<file path="config.mk">
export PLATFORM = sky130hd
export DESIGN_NAME = usb_token_status
export DESIGN_NICKNAME = d
export VERILOG_FILES = /design/src/hw/linestate_filter.v /design/src/hw/usb_token_status.v
export VERILOG_INCLUDE_DIRS = /design/src /design/src/hw
export SDC_FILE = /design/constraint.sdc
export NUM_CORES = 1
export LEC_CHECK = 0
export BUFFER_PORTS_ARGS = -buffer_cell sky130_fd_sc_hd__buf_2
export CAP_MARGIN = 20
export CORE_MARGIN = 2
export CORE_UTILIZATION = 55
export CTS_CLUSTER_DIAMETER = 150
export DETAILED_ROUTE_END_ITERATION = 12
export GPL_TIMING_DRIVEN = 0
export HOLD_SLACK_MARGIN = 0.06
export PLACE_DENSITY = 0.88
export SYNTH_ARGS = -nofsm -noshare
export SYNTH_HDL_FRONTEND = slang
export SYNTH_SLANG_ARGS = --single-unit
</file>
<file path="constraint.sdc">
create_clock -name sys_clk -period 8 [get_ports sys_clk]
set_input_delay 0.4 -clock sys_clk [delete_from_list [all_inputs] [get_ports sys_clk]]
set_output_delay 0.4 -clock sys_clk [all_outputs]
set_load 0.01 [all_outputs]
</file>
<file path="src/hw/usb_token_status_defs.vh">
// Register map, field layout and timing constants of the token status block
`ifndef USB_TOKEN_STATUS_DEFS_VH
`define USB_TOKEN_STATUS_DEFS_VH
`define ADDR_W 8
`define OFF_SOF 8'h28
`define OFF_PID 8'h2C
`define OFF_EP 8'h30
`define OFF_EPMATCH 8'h34
`define OFF_OTGMASK 8'h38
`define OFF_PWRSIG 8'h3C
`define OFF_XCVR 8'h40
`define OFF_DEVADDR 8'h08
`define PID_TOKEN_OUT 4'h1
`define PID_TOKEN_IN 4'h9
`define PID_TOKEN_SETUP 4'hD
`define PID_TOKEN_SOF 4'h5
`define SPECIAL_EP_FLAG 5'h10
`define XCVR_PDDIS_BIT 18
`define XCVR_SE0CAUSE_BIT 13
`define XCVR_KCAUSE_BIT 12
`define XCVR_FILT_HI 11
`define XCVR_FILT_LO 8
`define XCVR_SUSP_BIT 7
`define XCVR_CONF_HI 6
`define XCVR_CONF_LO 4
`define PWR_VALID_BIT 8
`define LS_SE0 2'h0
`define LS_K 2'h2
`define FILT_CNT_W 16
`define SOF_HI 10
`define PID_HI 3
`define EP_VALID_BIT 4
`define EPM_HI 15
`define PWR_DATA_HI 7
`define DEVADDR_HI 6
`endif

</file>
<file path="src/hw/linestate_filter.v">
// Line-state change filter with programmable log-2 delay
`timescale 1ns/1ps
module linestate_filter
#(
   parameter CNT_W = 16
)
(
   // Clock and reset
   input wire sys_clk,
   input wire nrst,
   // Raw synchronised line state and delay setting
   input wire [1:0] lineRaw,
   input wire [3:0] log2Delay,
   // Filtered line state
   output reg [1:0] lineFilt
);
   reg [1:0] pending_r;
   reg [CNT_W-1:0] count_r;
   wire [CNT_W-1:0] target;

   // Delays beyond the counter width saturate at its full count
   assign target = (log2Delay >= CNT_W) ? {CNT_W{1'b1}} :
      ({{(CNT_W-1){1'b0}}, 1'b1} << log2Delay);

   always @(posedge sys_clk or negedge nrst)
   begin
      if (!nrst)
      begin
         pending_r <= 2'h0;
         count_r <= {CNT_W{1'b0}};
         lineFilt <= 2'h0;
      end
      else if (lineRaw != pending_r)
      begin
         pending_r <= lineRaw;
         count_r <= {{(CNT_W-1){1'b0}}, 1'b1};
      end
      else if (pending_r != lineFilt)
      begin
         if (count_r >= target)
            lineFilt <= pending_r; // [RL12]
         else
            count_r <= count_r + {{(CNT_W-1){1'b0}}, 1'b1};
      end
   end
endmodule // linestate_filter

</file>
<file path="src/hw/usb_token_status.v">
// Token status, endpoint match and transceiver control registers over APB
//
// Behaviour
// [RL1] 11-bit frame counter, split fields, reset zero
// [RL2] Capture last received packet identifier
// [RL3] Keep last token endpoint number
// [RL4] Endpoint-valid flag set by captured token
// [RL5] 16-bit per-endpoint match mask
// [RL6] Matched endpoint delivered ORed with 0x10
// [RL7] 32-bit read-write flag mask register
// [RL8] Power signalling data and valid bits
// [RL9] Pulldown-disable bit turns off port pulldowns
// [RL10] SE0 auto-resume sets reset-cause flag
// [RL11] K auto-resume sets resume-cause flag
// [RL12] Line-state change delayed 2^filter cycles
// [RL13] Suspend controller resumes, else software polls
// [RL14] Config field drives transceiver config pins
// [RL15] Accept only packets for programmed address
// [RL16] Capture fields only on accepted tokens
// [RL17] Reserved bits read zero, ignore writes
`timescale 1ns/1ps
`include "usb_token_status_defs.vh"
module usb_token_status
#(
   parameter FILT_W = `FILT_CNT_W
)
(
   // Clock and reset
   input wire sys_clk,
   input wire nrst,
   // APB slave
   input wire psel,
   input wire penable,
   input wire pwrite,
   input wire [`ADDR_W-1:0] paddr,
   input wire [31:0] pwdata,
   output reg [31:0] prdata,
   output reg pready,
   output reg pslverr,
   // Decoded token from the packet decoder
   input wire tokValid,
   input wire [3:0] tokPid,
   input wire [6:0] tokAddr,
   input wire [3:0] tokEndp,
   input wire tokCheckOk,
   // Transceiver line state, from pins
   input wire [1:0] lineState,
   input wire suspended,
   // Receive port delivery
   output reg [4:0] rxEndp,
   output reg rxEndpStrobe,
   // Transceiver and port control
   output reg [2:0] xcvrConf,
   output reg pulldownEn,
   output reg resumeReq,
   output reg [1:0] lineFiltOut,
   output reg [7:0] pwrData,
   output reg pwrValid
);
   reg [10:0] sof_r;
   reg [3:0] pid_r;
   reg [3:0] endp_r;
   reg endpValid_r;
   reg [15:0] epMatch_r;
   reg [31:0] otgMask_r;
   reg [7:0] pwrData_r;
   reg pwrValid_r;
   reg pdDis_r;
   reg se0Cause_r;
   reg kCause_r;
   reg [3:0] filt_r;
   reg suspCtl_r;
   reg [2:0] conf_r;
   reg [6:0] devAddr_r;
   reg [1:0] lsMeta_r;
   reg [1:0] lsSync_r;
   reg suspMeta_r;
   reg suspSync_r;
   reg [1:0] lsFiltPrev_r;
   reg [31:0] rdata_nxt;
   wire [1:0] lsFilt;
   wire wrAcc;
   wire rdAcc;
   wire addrOk;
   wire tokAccept;
   wire isToken;
   wire resumeSe0;
   wire resumeK;
   wire wrSof;
   wire wrEpMatch;
   wire wrOtgMask;
   wire wrPwrSig;
   wire wrDevAddr;
   wire wrXcvr;
   wire se0Clr;
   wire kClr;

   function known;
      input [`ADDR_W-1:0] a;
      begin
         known = (a == `OFF_SOF) || (a == `OFF_PID) || (a == `OFF_EP) ||
            (a == `OFF_EPMATCH) || (a == `OFF_OTGMASK) || (a == `OFF_PWRSIG) ||
            (a == `OFF_XCVR) || (a == `OFF_DEVADDR);
      end
   endfunction

   function wsel;
      input [`ADDR_W-1:0] a;
      input [`ADDR_W-1:0] off;
      begin
         wsel = (a == off);
      end
   endfunction

   // Set wins over a clear in the same cycle, so a cause is never lost
   function causeNext;
      input cur;
      input setEv;
      input clrEv;
      begin
         if (setEv)
            causeNext = 1'b1;
         else if (clrEv)
            causeNext = 1'b0;
         else
            causeNext = cur;
      end
   endfunction

   // One wait state: a write lands on the edge that shows pready high
   assign wrAcc = psel && penable && pwrite && pready;
   assign rdAcc = psel && penable && !pwrite && !pready;
   assign isToken = (tokPid == `PID_TOKEN_OUT) || (tokPid == `PID_TOKEN_IN) ||
      (tokPid == `PID_TOKEN_SETUP);
   assign addrOk = (tokAddr == devAddr_r); // [RL15]
   assign tokAccept = tokValid && tokCheckOk && isToken && addrOk; // [RL15]

   // Per-register write strobes, shared by the writes and the flag clears
   assign wrSof = wrAcc && wsel(paddr, `OFF_SOF);
   assign wrEpMatch = wrAcc && wsel(paddr, `OFF_EPMATCH);
   assign wrOtgMask = wrAcc && wsel(paddr, `OFF_OTGMASK);
   assign wrPwrSig = wrAcc && wsel(paddr, `OFF_PWRSIG);
   assign wrDevAddr = wrAcc && wsel(paddr, `OFF_DEVADDR);
   assign wrXcvr = wrAcc && wsel(paddr, `OFF_XCVR);
   // Writing 1 to a cause bit keeps it; only a written 0 clears
   assign se0Clr = wrXcvr && !pwdata[`XCVR_SE0CAUSE_BIT]; // [RL10]
   assign kClr = wrXcvr && !pwdata[`XCVR_KCAUSE_BIT]; // [RL11]

   // Resume cause sampled on the filtered state entering SE0 or K while suspended and suspend control is on
   assign resumeSe0 = suspSync_r && suspCtl_r && (lsFilt == `LS_SE0) &&
      (lsFiltPrev_r != `LS_SE0);
   assign resumeK = suspSync_r && suspCtl_r && (lsFilt == `LS_K) &&
      (lsFiltPrev_r != `LS_K);

   // Pin inputs pass two flops before use
   always @(posedge sys_clk or negedge nrst)
   begin
      if (!nrst)
      begin
         lsMeta_r <= 2'h0;
         lsSync_r <= 2'h0;
         suspMeta_r <= 1'b0;
         suspSync_r <= 1'b0;
         lsFiltPrev_r <= 2'h0;
      end
      else
      begin
         lsMeta_r <= lineState;
         lsSync_r <= lsMeta_r;
         suspMeta_r <= suspended;
         suspSync_r <= suspMeta_r;
         lsFiltPrev_r <= lsFilt;
      end
   end

   linestate_filter #(.CNT_W(FILT_W)) uFilter
   (
      .sys_clk(sys_clk),
      .nrst(nrst),
      .lineRaw(lsSync_r),
      .log2Delay(filt_r), // [RL12]
      .lineFilt(lsFilt)
   );

   // Register writes, token capture and cause flags
   always @(posedge sys_clk or negedge nrst)
   begin
      if (!nrst)
      begin
         sof_r <= 11'h000; // [RL1]
         pid_r <= 4'h0;
         endp_r <= 4'h0;
         endpValid_r <= 1'b0;
         epMatch_r <= 16'h0000;
         otgMask_r <= 32'h00000000;
         pwrData_r <= 8'h00;
         pwrValid_r <= 1'b0;
         pdDis_r <= 1'b0;
         se0Cause_r <= 1'b0;
         kCause_r <= 1'b0;
         filt_r <= 4'h0;
         suspCtl_r <= 1'b0;
         conf_r <= 3'h0;
         devAddr_r <= 7'h00;
      end
      else
      begin
         if (wrSof)
            sof_r <= pwdata[`SOF_HI:0]; // [RL1]
         if (wrEpMatch)
            epMatch_r <= pwdata[`EPM_HI:0]; // [RL5]
         if (wrOtgMask)
            otgMask_r <= pwdata; // [RL7]
         if (wrPwrSig)
         begin
            pwrData_r <= pwdata[`PWR_DATA_HI:0]; // [RL8]
            pwrValid_r <= pwdata[`PWR_VALID_BIT]; // [RL8]
         end
         if (wrDevAddr)
            devAddr_r <= pwdata[`DEVADDR_HI:0]; // [RL15]
         if (wrXcvr)
         begin
            pdDis_r <= pwdata[`XCVR_PDDIS_BIT]; // [RL9]
            filt_r <= pwdata[`XCVR_FILT_HI:`XCVR_FILT_LO]; // [RL12]
            suspCtl_r <= pwdata[`XCVR_SUSP_BIT]; // [RL13]
            conf_r <= pwdata[`XCVR_CONF_HI:`XCVR_CONF_LO]; // [RL14]
         end
         // Software may only clear the cause flags; a new cause wins over clear
         se0Cause_r <= causeNext(se0Cause_r, resumeSe0, se0Clr); // [RL10]
         kCause_r <= causeNext(kCause_r, resumeK, kClr); // [RL11]
         if (tokAccept)
         begin
            pid_r <= tokPid; // [RL2] [RL16]
            endp_r <= tokEndp; // [RL3] [RL16]
            endpValid_r <= 1'b1; // [RL4] [RL16]
         end
      end
   end

   // Read mux; reserved and unmapped bits read zero
   always @*
   begin
      rdata_nxt = 32'h00000000; // [RL17]
      case (paddr)
         `OFF_SOF: rdata_nxt[`SOF_HI:0] = sof_r; // [RL1]
         `OFF_PID: rdata_nxt[`PID_HI:0] = pid_r; // [RL2]
         `OFF_EP: rdata_nxt[`EP_VALID_BIT:0] = {endpValid_r, endp_r}; // [RL3] [RL4]
         `OFF_EPMATCH: rdata_nxt[`EPM_HI:0] = epMatch_r;
         `OFF_OTGMASK: rdata_nxt = otgMask_r;
         `OFF_PWRSIG: rdata_nxt[`PWR_VALID_BIT:0] = {pwrValid_r, pwrData_r};
         `OFF_DEVADDR: rdata_nxt[`DEVADDR_HI:0] = devAddr_r;
         `OFF_XCVR:
         begin
            rdata_nxt[`XCVR_PDDIS_BIT] = pdDis_r;
            rdata_nxt[`XCVR_SE0CAUSE_BIT] = se0Cause_r;
            rdata_nxt[`XCVR_KCAUSE_BIT] = kCause_r;
            rdata_nxt[`XCVR_FILT_HI:`XCVR_FILT_LO] = filt_r;
            rdata_nxt[`XCVR_SUSP_BIT] = suspCtl_r;
            rdata_nxt[`XCVR_CONF_HI:`XCVR_CONF_LO] = conf_r;
         end
         default: rdata_nxt = 32'h00000000;
      endcase
   end

   // Bus answer and registered outputs
   always @(posedge sys_clk or negedge nrst)
   begin
      if (!nrst)
      begin
         prdata <= 32'h00000000;
         pready <= 1'b0;
         pslverr <= 1'b0;
         rxEndp <= 5'h00;
         rxEndpStrobe <= 1'b0;
         xcvrConf <= 3'h0;
         pulldownEn <= 1'b1;
         resumeReq <= 1'b0;
         lineFiltOut <= 2'h0;
         pwrData <= 8'h00;
         pwrValid <= 1'b0;
      end
      else
      begin
         pready <= psel && penable && !pready;
         pslverr <= psel && penable && !pready && !known(paddr);
         if (rdAcc)
            prdata <= rdata_nxt;
         rxEndpStrobe <= tokAccept;
         if (tokAccept)
         begin
            if (epMatch_r[tokEndp])
               rxEndp <= {1'b0, tokEndp} | `SPECIAL_EP_FLAG; // [RL6]
            else
               rxEndp <= {1'b0, tokEndp};
         end
         xcvrConf <= conf_r; // [RL14]
         pulldownEn <= !pdDis_r; // [RL9]
         resumeReq <= resumeSe0 || resumeK; // [RL13]
         lineFiltOut <= lsFilt; // [RL13]
         pwrData <= pwrData_r;
         pwrValid <= pwrValid_r;
      end
   end
endmodule // usb_token_status

</file>
* Word level (Yosys, flattened, before mapping)
Index checks and enable logic that the tools add are counted.
Cells by class: add/subtract/negate cells 1, magnitude comparators 2, equality and inequality tests 17, shifts and indexed selects 1, muxes and demuxes 20, bitwise logic cells 1, reduce and logical (&&, ||, !) cells 46
Operators by type and width (count):
- $eq 8x6->1 const B | 6
- $mux 16 | 3
- $pmux 4 s7 | 1
- $logic_and 1x1->1 | 23
- $add 16x1->16 const B | 1
- $ge 16x16->1 | 1
- $shl 1x4->16 const A | 1
- $mux 13 | 1
- $pmux 2 s6 | 1
- $logic_or 1x1->1 | 10
- $pmux 2 s5 | 1
- $pmux 3 s3 | 1
- $eq 4x4->1 const B | 2
- $eq 8x4->1 const B | 1
- $eq 8x7->1 const B | 1
- $pmux 2 s4 | 1
- $reduce_bool 2->1 | 4
- $eq 7x7->1 | 1
- $pmux 1 s7 | 1
- $logic_not 1->1 | 6
- $lt 4x5->1 const B | 1
- $mux 1 | 5
- $mux 5 | 1
- $bmux 1 s4 | 1
- other kinds (12) | 13
Storage, ports and cells: bits in registers 177

* Logic depth before layout (Yosys ltp)
Gate-level depths: netlist of the first run.
depth after elaboration 10, gate-level depth with buffers 12

* By module
Synthesis of the first run repeated with hierarchy kept, for this count alone.
Second synthesis, totals: cell total of the unflattened synthesis 664, area, all modules 8032.7 um^2
By module, submodules not included:
- usb_token_status | times used 1, cells each 493, area an instance 6522.5 um^2
- linestate_filter | times used 1, cells each 171, area an instance 1510.2 um^2

* Worst setup path before layout of the first run
Ideal clock, no wire load.
path kind reg2reg, start point register filt_r[0], end point register uFilter.count_r[10], arrival time 2693 ps, data required time 7905 ps, setup slack 5211 ps, cell stages (with the launch flop) 12, period minus slack after synthesis 2789 ps, cell sequence dfrtp_1 -> clkbuf_1 -> nor2b_1 -> nand2_1 -> ha_1 -> nor2b_4 -> o211a_1 -> o311ai_1 -> nand4_1 -> or4_4 -> buf_6 -> o31ai_1
Between the ends: cells in the longest elaborated chain, start to end 4
RTL lines:
- from (decl) | line usb_token_status.v:71 | reg [3:0] filt_r;
- from (signal assigned) | line usb_token_status.v:224 | filt_r <= pwdata[`XCVR_FILT_HI:`XCVR_FILT_LO];
- $shl 1x4->16 | line linestate_filter.v:23 | ({{(CNT_W-1){1'b0}}, 1'b1} << log2Delay);
- $ge 16x16->1 | line linestate_filter.v:40 | if (count_r >= target)
- $ne 2x1->1 (no source line)
- $reduce_and 2->1 (no source line)
- to (signal assigned) | line linestate_filter.v:30 | count_r <= {CNT_W{1'b0}};
- to (signal assigned) | line linestate_filter.v:36 | count_r <= {{(CNT_W-1){1'b0}}, 1'b1};
- to (signal assigned) | line linestate_filter.v:43 | count_r <= count_r + {{(CNT_W-1){1'b0}}, 1'b1};
- to (decl) | line linestate_filter.v:18 | reg [CNT_W-1:0] count_r;
No other way between the ends. A chain may end at the register's enable or synchronous reset.

* Final worst setup path of the first run
start point register filt_r[0], end point register uFilter.count_r[2]
The elaborated chain is that of the path after synthesis.

==> results of run 1 <==
-- layer usage --
layer	routed length, um	track usage	part of all wire
met2	9050	0.403	0.49
met3	1190	0.0572	0.064
met5	0	0	0
met4	443	0.108	0.024
met1	7900	0.353	0.42
-- Yosys cell counts, types with 5 or more instances --
master    count  area [sq um]
dfrtp_1     172          4300
mux2_2       93          1050
nand2_1      50           188
nor2_1       41           154
clkbuf_1     21          78.8
a22o_1       17           149
ha_1         17           213
nand3_1      16          80.1
o31ai_1      13          97.6
a21oi_1      12          60.1
a22oi_1      12          90.1
o21ai_0      12          60.1
o311ai_0     12           105
a31oi_1       8          50.1
mux2i_1       8          80.1
nor2b_1       7          43.8
or2_2         7          43.8
buf_2         6          30.0
inv_1         6          22.5
mux4_2        6           135
nand4_1       6          37.5
or3_1         6          37.5
xnor2_1       6          52.6
a221oi_1      5          43.8
xor2_1        5          43.8
-- cells by family (layout without fill, tap and decap cells) --
logic type               count (synthesis)  count (layout)  share of synthesized area
buffers and inverters                   38             193                     0.0210
adder cells (fa/ha/maj)                 17              17                     0.0277
multiplexers                           109             109                      0.167
other                                    0               1                          0
AND/OR/NAND/NOR                        159             159                      0.104
AO/OA/AOI/OAI                          108             108                      0.105
flip-flops                             173             173                      0.563
XOR/XNOR                                11              11                     0.0125
-- sequential cells by signal, summed over array words and instances (netlist names), 3 cells and up --
| register | cells |
|---|---|
| endp_r | 3 |
| uFilter.count_r | 16 |
| devAddr_r | 7 |
| pwrData_r | 8 |
| conf_r | 3 |
| pwrData | 8 |
| xcvrConf | 3 |
| otgMask_r | 32 |
| pid_r | 4 |
| sof_r | 11 |
| filt_r | 4 |
| epMatch_r | 16 |
| prdata | 32 |
-- path summary, 6_finish.rpt --
check | from | endpoint | slack (ps) | cells past startpoint
worst min-delay path | suspended | suspMeta_r$_DFF_PN0_ | 80 | 1
worst max-delay path | filt_r[0]$_DFFE_PN0P_ | uFilter.count_r[2]$_DFFE_PN0P_ | 4800 | 12
max in group asynchronous | nrst | pwrData[0]$_DFF_PN0_ | 6600 | 3
worst min register to register | suspMeta_r$_DFF_PN0_ | suspSync_r$_DFF_PN0_ | 350 | 0
min in group asynchronous | nrst | pwrData[6]$_DFF_PN0_ | 510 | 2
worst max register to register | filt_r[0]$_DFFE_PN0P_ | uFilter.count_r[2]$_DFFE_PN0P_ | 4800 | 12
-- through the flow --
stage                      util  hold slack, ps  power [uW]  setup slack [ps]
after global routing      0.664            62.4        1900              4530
after global placement    0.618             332        1040              3940
final                     0.664            75.3        1840              4800
after CTS                 0.664            67.1        1850              4830
after detailed placement  0.621             335        1040              4860
after floorplan               -             104         970              5210
-- cell type report --
class	instances	share of cell area
Inverter	6	0.00246
Multi-Input combinational cell	404	0.349
Timing Repair Buffer	123	0.0714
Sequential cell	173	0.473
Buffer	32	0.0152
Clock inverter	12	0.0149
Antenna cell	1	0.000273
Tap cell	180	0.0246
Clock buffer	20	0.0488
-- worst max-delay path, cell delays in order, from the launching register on --
cell      delay [ps]
dfrtp_1          320
clkbuf_1         310
nor2b_1          300
nand2_1          110
ha_1             300
nor2b_4          130
o211a_1          200
o311ai_1         260
nand4_1          180
buf_2            220
clkbuf_1         220
o311ai_0         380
o31ai_1          130
-- power by group through the flow --
stage	Clock, uW	Combinational (uW)	Sequential [uW]
after floorplan	0	42.0	928
after global placement	0	111	925
after detailed placement	0	116	926
after CTS	818	117	910
after global routing	858	130	912
final	810	117	911
==> impl_metrics.json, run 1 <==
{
  "dpl_cell_area_sq_um": 8560,
  "synthesis.yosys.warnings": 0,
  "grt_pass1_wl_um": 29200,
  "htree_levels": 4,
  "grt_pass1_vias": 5573,
  "gr-total-overflow": 0,
  "layout.cell_area.non_filler_sq_um": 9150,
  "pwr_density_cell_nw_per_um2": 201,
  "p_leak_uw": 0.00447,
  "grt_start_max_net_pins": 112,
  "worst_setup_path_start_kind": "flop",
  "min_period_ps": 3200,
  "critical_path_class": "flop to flop",
  "portion_of_total_power_attributed_to_the_clock_network": 0.441,
  "slew_violations": 0,
  "yosysUniqueCellTypes": 59,
  "detail_route.vias_per_cell": 6.01,
  "tritoncts.num_buffers": 17,
  "worst_slew_margin_rel": 0.451,
  "setup_total_negative_slack_ps": 0,
  "worst-path-max-fanout": 10,
  "clk_latency_ps": 430,
  "synth_enable_flop_cells": 0,
  "worst-endpoint-required_ps": 8290,
  "final_antenna_net_count": 0,
  "core_region_area_sq_um": 13800,
  "power.net_switching_uw": 430,
  "std_cell_rows": 43,
  "worst_ir_drop_vdd_uv": 159,
  "synthesis.nets": 697,
  "postRouteWirelength_um": 18600,
  "cap_violations": 0,
  "clock_sinks": 173,
  "final_cells": 951,
  "skew_ps": 7.24,
  "routed-via-count": 5718,
  "cp_data_arrival_time_ps": 3500,
  "clock-root-buffer": "clkbuf_16",
  "power.share.sequential": 0.495,
  "max_freq_mhz": 312,
  "area_taken_by_multi_input_logic_gates_sq_um": 3200,
  "detail_route.drc_violations": 0,
  "antenna_violations_before_repair": 1,
  "cp-end-kind": "flop",
  "globalplace.congestion": 0.901,
  "hpwl_um": 12800,
  "synth_flop_cell": "dfrtp_1",
  "cts_post_setup_buffers_inserted": 0,
  "post_route_cells_drive_above_1_share": 0.357,
  "areaGrowthSynthToFinish_pct": 19.0,
  "post_cts_hold_buffer_count": 1,
  "synth-seq-cells": 173,
  "chipHeight_um": 122,
  "cts-resized-gates": 0,
  "layout_commonest_cell": "dfrtp_1",
  "synthesis.instances": 615,
  "pin_count": 121,
  "async_flop_share": 1.00,
  "final_min_period_over_clock_period": 0.400,
  "synth_cell_area_sq_um": 7690,
  "rsz0062_at_grt": "no",
  "hold_violations": 0,
  "run_status": "complete, no violations",
  "port_buffers": 120,
  "regArea_sq_um": 4330,
  "finalNetCount": 839,
  "hp-class": "input port to flop",
  "highest_count_cells_in_the_layout_ignoring_fill_and_taps": "dfrtp_1, buf_2, mux2_2",
  "die-width_um": 122,
  "drt-initial-drc-count": 541,
  "power.internal_uw": 1410,
  "max-clock-path-buffers": 2,
  "wirelength_per_cell_um": 19.5,
  "worst_setup_hold_path_clk_slew_ps": 60,
  "initial_utilization": 0.558,
  "die-area_sq_um": 14900,
  "power_switching_share": 0.234,
  "number_of_setup_violations_in_the_final_report": 0,
  "post-place-cells": 917,
  "seq_area_frac_synth": 0.563,
  "tightestPinTransition_ps": 815,
  "fillCellCount": 975,
  "cts_tree": "built",
  "syn_avg_cell_area_sq_um": 12.5,
  "combPwrFrac": 0.064,
  "1st_pass_router_iterations": 5,
  "globalRouteTotalUtil": 0.259
}
Note: power is estimated with default switching activity, not from simulation.
==> run 2, diff against run 1 <==
- ABC_AREA: unset -> 1
- PLACE_DENSITY: 0.88 -> 0.87
- clock period: 8 -> 3 ns (I/O delays scaled with it)
==> run 2 against run 1 <==
  * Wire length increased by 17%
  * Sequential share of layout area is 4.4 points lower
  * Clock power increased to 2.8 times the previous value
  * Largest power group unchanged
==> impl_metrics.json, run 2 <==
{
  "run_status": "complete, no violations",
  "worst-r2r-cell-count": 10,
  "cp-end-kind": "flop",
  "rsz0062_at_grt": "no",
  "hold-worst-slack_ps": 61.1,
  "layout.cell_area.non_filler_sq_um": 10100,
  "final_antenna_net_count": 0,
  "globalRouteMet3Util": 0.0925,
  "yosysTopAreaCell": "dfrtp_1",
  "seq_area_frac_synth": 0.520,
  "core_region_area_sq_um": 14600,
  "hold_violations": 0,
  "dpl_cell_area_sq_um": 9190,
  "postRouteWirelength_um": 21800,
  "max_freq_mhz": 416,
  "worstSetupEndpoint": "uFilter.count_r[13]$_DFFE_PN0P_",
  "synth_cell_area_sq_um": 8320,
  "wirelength_per_cell_um": 16.0,
  "drt-initial-drc-count": 816,
  "layout_commonest_cell": "nand2_1",
  "yosys.area.top_type_share": 0.517,
  "worst_setup_path_start_kind": "flop",
  "synthesis.nets": 1080,
  "synth.area.top_cells": "dfrtp_1, nand2_1, inv_1",
  "min_period_ps": 2400,
  "pwr_density_cell_nw_per_um2": 512,
  "cap_violations": 0,
  "hp-class": "input port to flop",
  "number_of_setup_violations_in_the_final_report": 0,
  "synthesis.yosys.warnings": 0,
  "globalRoute.busiestLayer": "met2",
  "leading_cell_type_by_number_of_instances_after_synthesis": "nand2_1",
  "worst_setup_hold_path_clk_slew_ps": 70,
  "critical_path_class": "flop to flop",
  "post_route_cells_drive_above_1_share": 0.204,
  "p_leak_uw": 0.00528,
  "n_antenna_cell": 0,
  "synth_flop_cell": "dfrtp_1",
  "die-width_um": 127,
  "regToRegStartpoint": "filt_r[3]$_DFFE_PN0P_",
  "grt_start_max_net_pins": 88,
  "die-area_sq_um": 16100,
  "detail_route.vias_per_cell": 5.47,
  "async_flop_share": 1.00,
  "cts-resized-gates": 0,
  "htree_levels": 4,
  "largest_registers": "otgMask_r: 32 flops, prdata: 32 flops",
  "regToRegSetupSlack_ps": 600,
  "chipHeight_um": 127,
  "final_cells": 1365,
  "worst-path-max-fanout": 10,
  "worst_ir_drop_vdd_uv": 593,
  "synth_enable_flop_cells": 0,
  "1st_pass_router_iterations": 8,
  "finalNetCount": 1250,
  "hpwl_um": 14900,
  "slew_violations": 0,
  "crit-reg2reg-capture": "uFilter.count_r[13]$_DFFE_PN0P_",
  "post-place-cells": 1302,
  "cts_tree": "built",
  "cp_data_arrival_time_ps": 2730,
  "grt_pass1_vias": 7389,
  "worst_slew_margin_rel": 0.488,
  "antenna_violations_before_repair": 0,
  "synth_top_cells_by_count": "nand2_1, dfrtp_1, inv_1",
  "yosysUniqueCellTypes": 48,
  "clock-root-buffer": "clkbuf_16",
  "synthesis.instances": 998,
  "syn_avg_cell_area_sq_um": 8.34,
  "fillCellCount": 1102,
  "cp-startpoint": "filt_r[3]$_DFFE_PN0P_",
  "routed-via-count": 7463,
  "clk_latency_ps": 440,
  "areaGrowthSynthToFinish_pct": 21.3,
  "grt_use_met1": 0.376,
  "tritoncts.num_buffers": 17,
  "skew_ps": 14.0,
  "globalplace.congestion": 0.952,
  "synth-seq-cells": 173,
  "worst-endpoint-required_ps": 3320,
  "final_min_period_over_clock_period": 0.801,
  "globalRouteTotalUtil": 0.285,
  "detail_route.drc_violations": 0,
  "std_cell_rows": 44,
  "clock_sinks": 173,
  "gr-total-overflow": 0,
  "highest_count_cells_in_the_layout_ignoring_fill_and_taps": "nand2_1, dfrtp_1, buf_2",
  "port_buffers": 119,
  "tightestPinTransition_ps": 762,
  "initial_utilization": 0.568,
  "grt_pass1_wl_um": 36000,
  "max-clock-path-buffers": 2,
  "grt_use_met2": 0.450,
  "postLayoutCoreUtil": 0.689,
  "pin_count": 121
}
[run 2: metrics by stage]
step / setup TNS (ps) / power, uW / worst slack, ps
detailed placement: 0 / 2900 / 666
global route: 0 / 5350 / 323
global placement: -147760 / 2880 / -871
CTS: 0 / 5170 / 653
finish: 0 / 5160 / 596
floorplan: 0 / 2710 / 1010
[run 2: per-layer routing]
metal  routed length [um]  vias to the layer above
li1                     -                     3545
met4                  622                        0
met1                 9120                     3489
met2                10000                      377
met3                 2040                       52
met5                    0                        -
[run 2: power by group]
| part | internal, uW | leakage, uW | switching (uW) | total, uW |
|---|---|---|---|---|
| Combinational | 172 | 0.00270 | 299 | 471 |
| Sequential | 2380 | 0.00228 | 45.6 | 2430 |
| Clock | 1260 | 0.000295 | 1010 | 2270 |
[run 2: logic make-up (layout without fill, tap and decap cells)]
family,after synthesis,count (layout),share of synthesized area
XOR/XNOR,8,8,0.00842
AND/OR/NAND/NOR,491,491,0.259
AO/OA/AOI/OAI,164,164,0.110
flip-flops,173,173,0.520
adder cells (fa/ha/maj),17,17,0.0256
buffers and inverters,145,328,0.0762
[run 2: how the worst min path moves through the flow]
stage,to,slack [ps],depth (start not counted),from
final,pwrData_r[7]$_DFFE_PN0P_,60,3,pwdata[7]
after CTS,sof_r[9]$_DFFE_PN0P_,60,3,pwdata[9]
after global placement,suspMeta_r$_DFF_PN0_,260,1,suspended
after global routing,pwrData_r[7]$_DFFE_PN0P_,80,3,pwdata[7]
after detailed placement,prdata[24]$_DFFE_PN0P_,190,1,nrst
after floorplan,conf_r[0]$_DFFE_PN0P_,-150,0,nrst
[run 2: layout make-up]
cell class	instances	area (sq um)	share of cell area
inverter	107	402	0.0398
tap	184	230	0.0228
clock buffer	17	425	0.0421
timing repair buffer	151	943	0.0935
buffer	38	233	0.0231
sequential	173	4330	0.429
multi-input combinational	680	3360	0.333
clock inverter	15	173	0.0171
[run 2: repair_timing]
action                                 4_1_cts  5_1_grt
endpoints found under the hold margin      126        1
buffers inserted                             0        0
hold buffers                                30        1
[run 2: critical path, stage by stage (launching register included)]
cell      delay [ps]
dfrtp_1          370
clkbuf_1         340
nand4_1          150
ha_1             340
a21oi_1          150
o21ai_0          120
nor2_2           250
nand3_4          170
buf_2            230
nand3_1           90
nand2_1           50
==> run 3, diff against run 2 <==
- CORE_UTILIZATION: 55 -> 52
- clock period: 3 -> 1.9 ns (I/O delays scaled with it)
==> run 3 against run 2 <==
  * Highest routed layer unchanged
  * Non-clock buffer count rose by 23
  * Combinational power grew 80%
  * The run now ends with negative setup slack left
  * Maximum frequency is 7.9% higher
  * Final cell count grew 4.0%
  * Die area is 5.6% higher
  * Clock-buffer cell count increased by 3
  * Critical path type unchanged
  * Global-route usage rose by 0.18 points
  * Flip-flop and latch count unchanged
  * Critical path depth increased by 4
  * Via count is 4.2% higher
  * Sequential share of layout area fell by 1.4 points
==> impl_metrics.json, run 3 (same netlist as run 2, synthesis figures left out) <==
{
  "run_status": "finished, violations left",
  "failed_checks": "negative setup slack",
  "hold-worst-slack_ps": 73.7,
  "detail_route.vias_per_cell": 5.48,
  "max-clock-path-buffers": 2,
  "regToRegStartpoint": "filt_r[3]$_DFFE_PN0P_",
  "postRouteWirelength_um": 23800,
  "slew_violations": 0,
  "worst-path-max-fanout": 7,
  "hold_path_depth": 3,
  "hp-class": "input port to flop",
  "htree_levels": 4,
  "cts_tree": "built",
  "tightestPinTransition_ps": 857,
  "worstPathCellList": "inv_2, buf_4, nand4_1, ha_1, nand4_1, nor2_2, nor2_1, nand2_1, nand2_2, nand3_4, nand2_4, buf_4, nand2_1, nand2_1",
  "timing.hold.worst_endpoint": "devAddr_r[6]$_DFFE_PN0P_",
  "globalplace.congestion": 0.939,
  "layout_commonest_cell": "nand2_1",
  "rsz0062_at_grt": "yes",
  "hpwl_um": 15500,
  "crit_path_frequent_cell": "nand2_1",
  "cp.buffers_inverters": 3,
  "highest_count_cells_in_the_layout_ignoring_fill_and_taps": "nand2_1, dfrtp_1, buf_2",
  "1st_pass_router_iterations": 5,
  "p_leak_uw": 0.00542,
  "regToRegSetupSlack_ps": -330,
  "worst_slew_margin_rel": 0.424,
  "worst_ir_drop_vdd_uv": 629,
  "cp-end-kind": "flop",
  "critical_path.slowest_cell": "dfrtp_1",
  "final_antenna_net_count": 0,
  "hold_violations": 0,
  "largest_registers": "otgMask_r: 32 flops, prdata: 32 flops",
  "antenna_violations_before_repair": 0,
  "n_antenna_cell": 0,
  "areaGrowthSynthToFinish_pct": 25.6,
  "port_buffers": 119,
  "grt_start_max_net_pins": 112,
  "worst-endpoint-required_ps": 2230,
  "worst_setup_hold_path_clk_slew_ps": 70,
  "die-width_um": 131,
  "grt_pass1_wl_um": 37700,
  "wirelength_per_cell_um": 16.7,
  "postLayoutCoreUtil": 0.663,
  "post_route_cells_drive_above_1_share": 0.236,
  "core_region_area_sq_um": 15800,
  "std_cell_rows": 46,
  "detail_route.drc_violations": 0,
  "clk_latency_ps": 450,
  "grt_pass1_vias": 7636,
  "clock_sinks": 173,
  "globalRouteTotalUtil": 0.287,
  "skew_ps": 13.1,
  "cap_violations": 0,
  "max_freq_mhz": 449,
  "cp_data_arrival_time_ps": 2560,
  "critical_path_class": "flop to flop",
  "finalNetCount": 1273,
  "timing.critical_path.max_delay_family": "simple AND/OR/NAND/NOR gates",
  "setup_slack_ps": -327,
  "chipHeight_um": 131,
  "routed-via-count": 7778,
  "crit-reg2reg-capture": "uFilter.count_r[2]$_DFFE_PN0P_",
  "drt-initial-drc-count": 745,
  "number_of_setup_violations_in_the_final_report": 18,
  "worst_setup_path_start_kind": "flop",
  "pin_count": 121,
  "final_min_period_over_clock_period": 1.17,
  "pwr_density_cell_nw_per_um2": 783,
  "cp_slowest_stage_delay_ps": 440,
  "tritoncts.num_buffers": 17,
  "hp-start": "pwdata[6]",
  "gr-total-overflow": 0,
  "worst-r2r-cell-count": 14,
  "min_period_ps": 2230,
  "clock-root-buffer": "clkbuf_16",
  "initial_utilization": 0.528,
  "die-area_sq_um": 17000
}
[run 3: what timing repair did]
| action | in CTS | in global routing |
|---|---|---|
| buffers inserted | 4 | 6 |
| gates resized for setup | 27 | 16 |
| endpoints found under the hold margin | 135 | 0 |
| cloned | 2 | 1 |
| pin swaps | 6 | 11 |
| endpoints found under the setup margin | 18 | 18 |
| hold buffers | 41 | 0 |
[run 3: worst min-delay path: stages]
cell and delay [ps]:
buf_2 70, inv_1 140, o21ai_2 160
[run 3: area by class of cell]
type,count,area (sq um)
tap,216,270
inverter,107,404
fill,1198,5320
timing repair buffer,174,1170
clock buffer,20,457
buffer,38,274
sequential,173,4330
clock inverter,12,126
multi-input combinational,680,3420
[run 3: per-layer routing]
layer	global-route usage	up-vias	wire [um]
li1	-	3607	-
met1	0.375	3647	9480
met2	0.460	442	11200
met3	0.0790	82	2270
met4	0.110	0	802
met5	0	-	0
[run 3: metrics by stage]
step	setup TNS [ps]	cell area, sq um	power (uW)	worst slack (ps)	cells
floorplan	0	8330	4280	26.6	998
global placement	-322470	9200	4550	-1870	1333
detailed placement	-2980	9240	4580	-248	1334
CTS	-1780	10300	8110	-126	1413
global route	-6480	10400	8450	-413	1420
finish	-4410	10400	8180	-327	1420
[run 3: worst max-delay path by stage]
stage                          start                         endpoint  slack [ps]  depth (start not counted)
2_1_floorplan  filt_r[2]$_DFFE_PN0P_   uFilter.count_r[6]$_DFFE_PN0P_          30                         12
3_3_place_gp                    nrst        otgMask_r[24]$_DFFE_PN0P_       -1870                          1
3_5_place_dp   filt_r[3]$_DFFE_PN0P_  uFilter.count_r[10]$_DFFE_PN0P_        -250                         10
4_1_cts        filt_r[3]$_DFFE_PN0P_   uFilter.count_r[0]$_DFFE_PN0P_        -130                         15
5_1_grt        filt_r[3]$_DFFE_PN0P_   uFilter.count_r[2]$_DFFE_PN0P_        -410                         14
6_report       filt_r[3]$_DFFE_PN0P_   uFilter.count_r[2]$_DFFE_PN0P_        -330                         14
[run 3: report_power, final]
part | internal, uW | total, uW | switching (uW)
clock | 1910 | 3490 | 1580
combinational | 340 | 850 | 510
sequential | 3760 | 3840 | 81.5
total | 6010 | 8180 | 2170
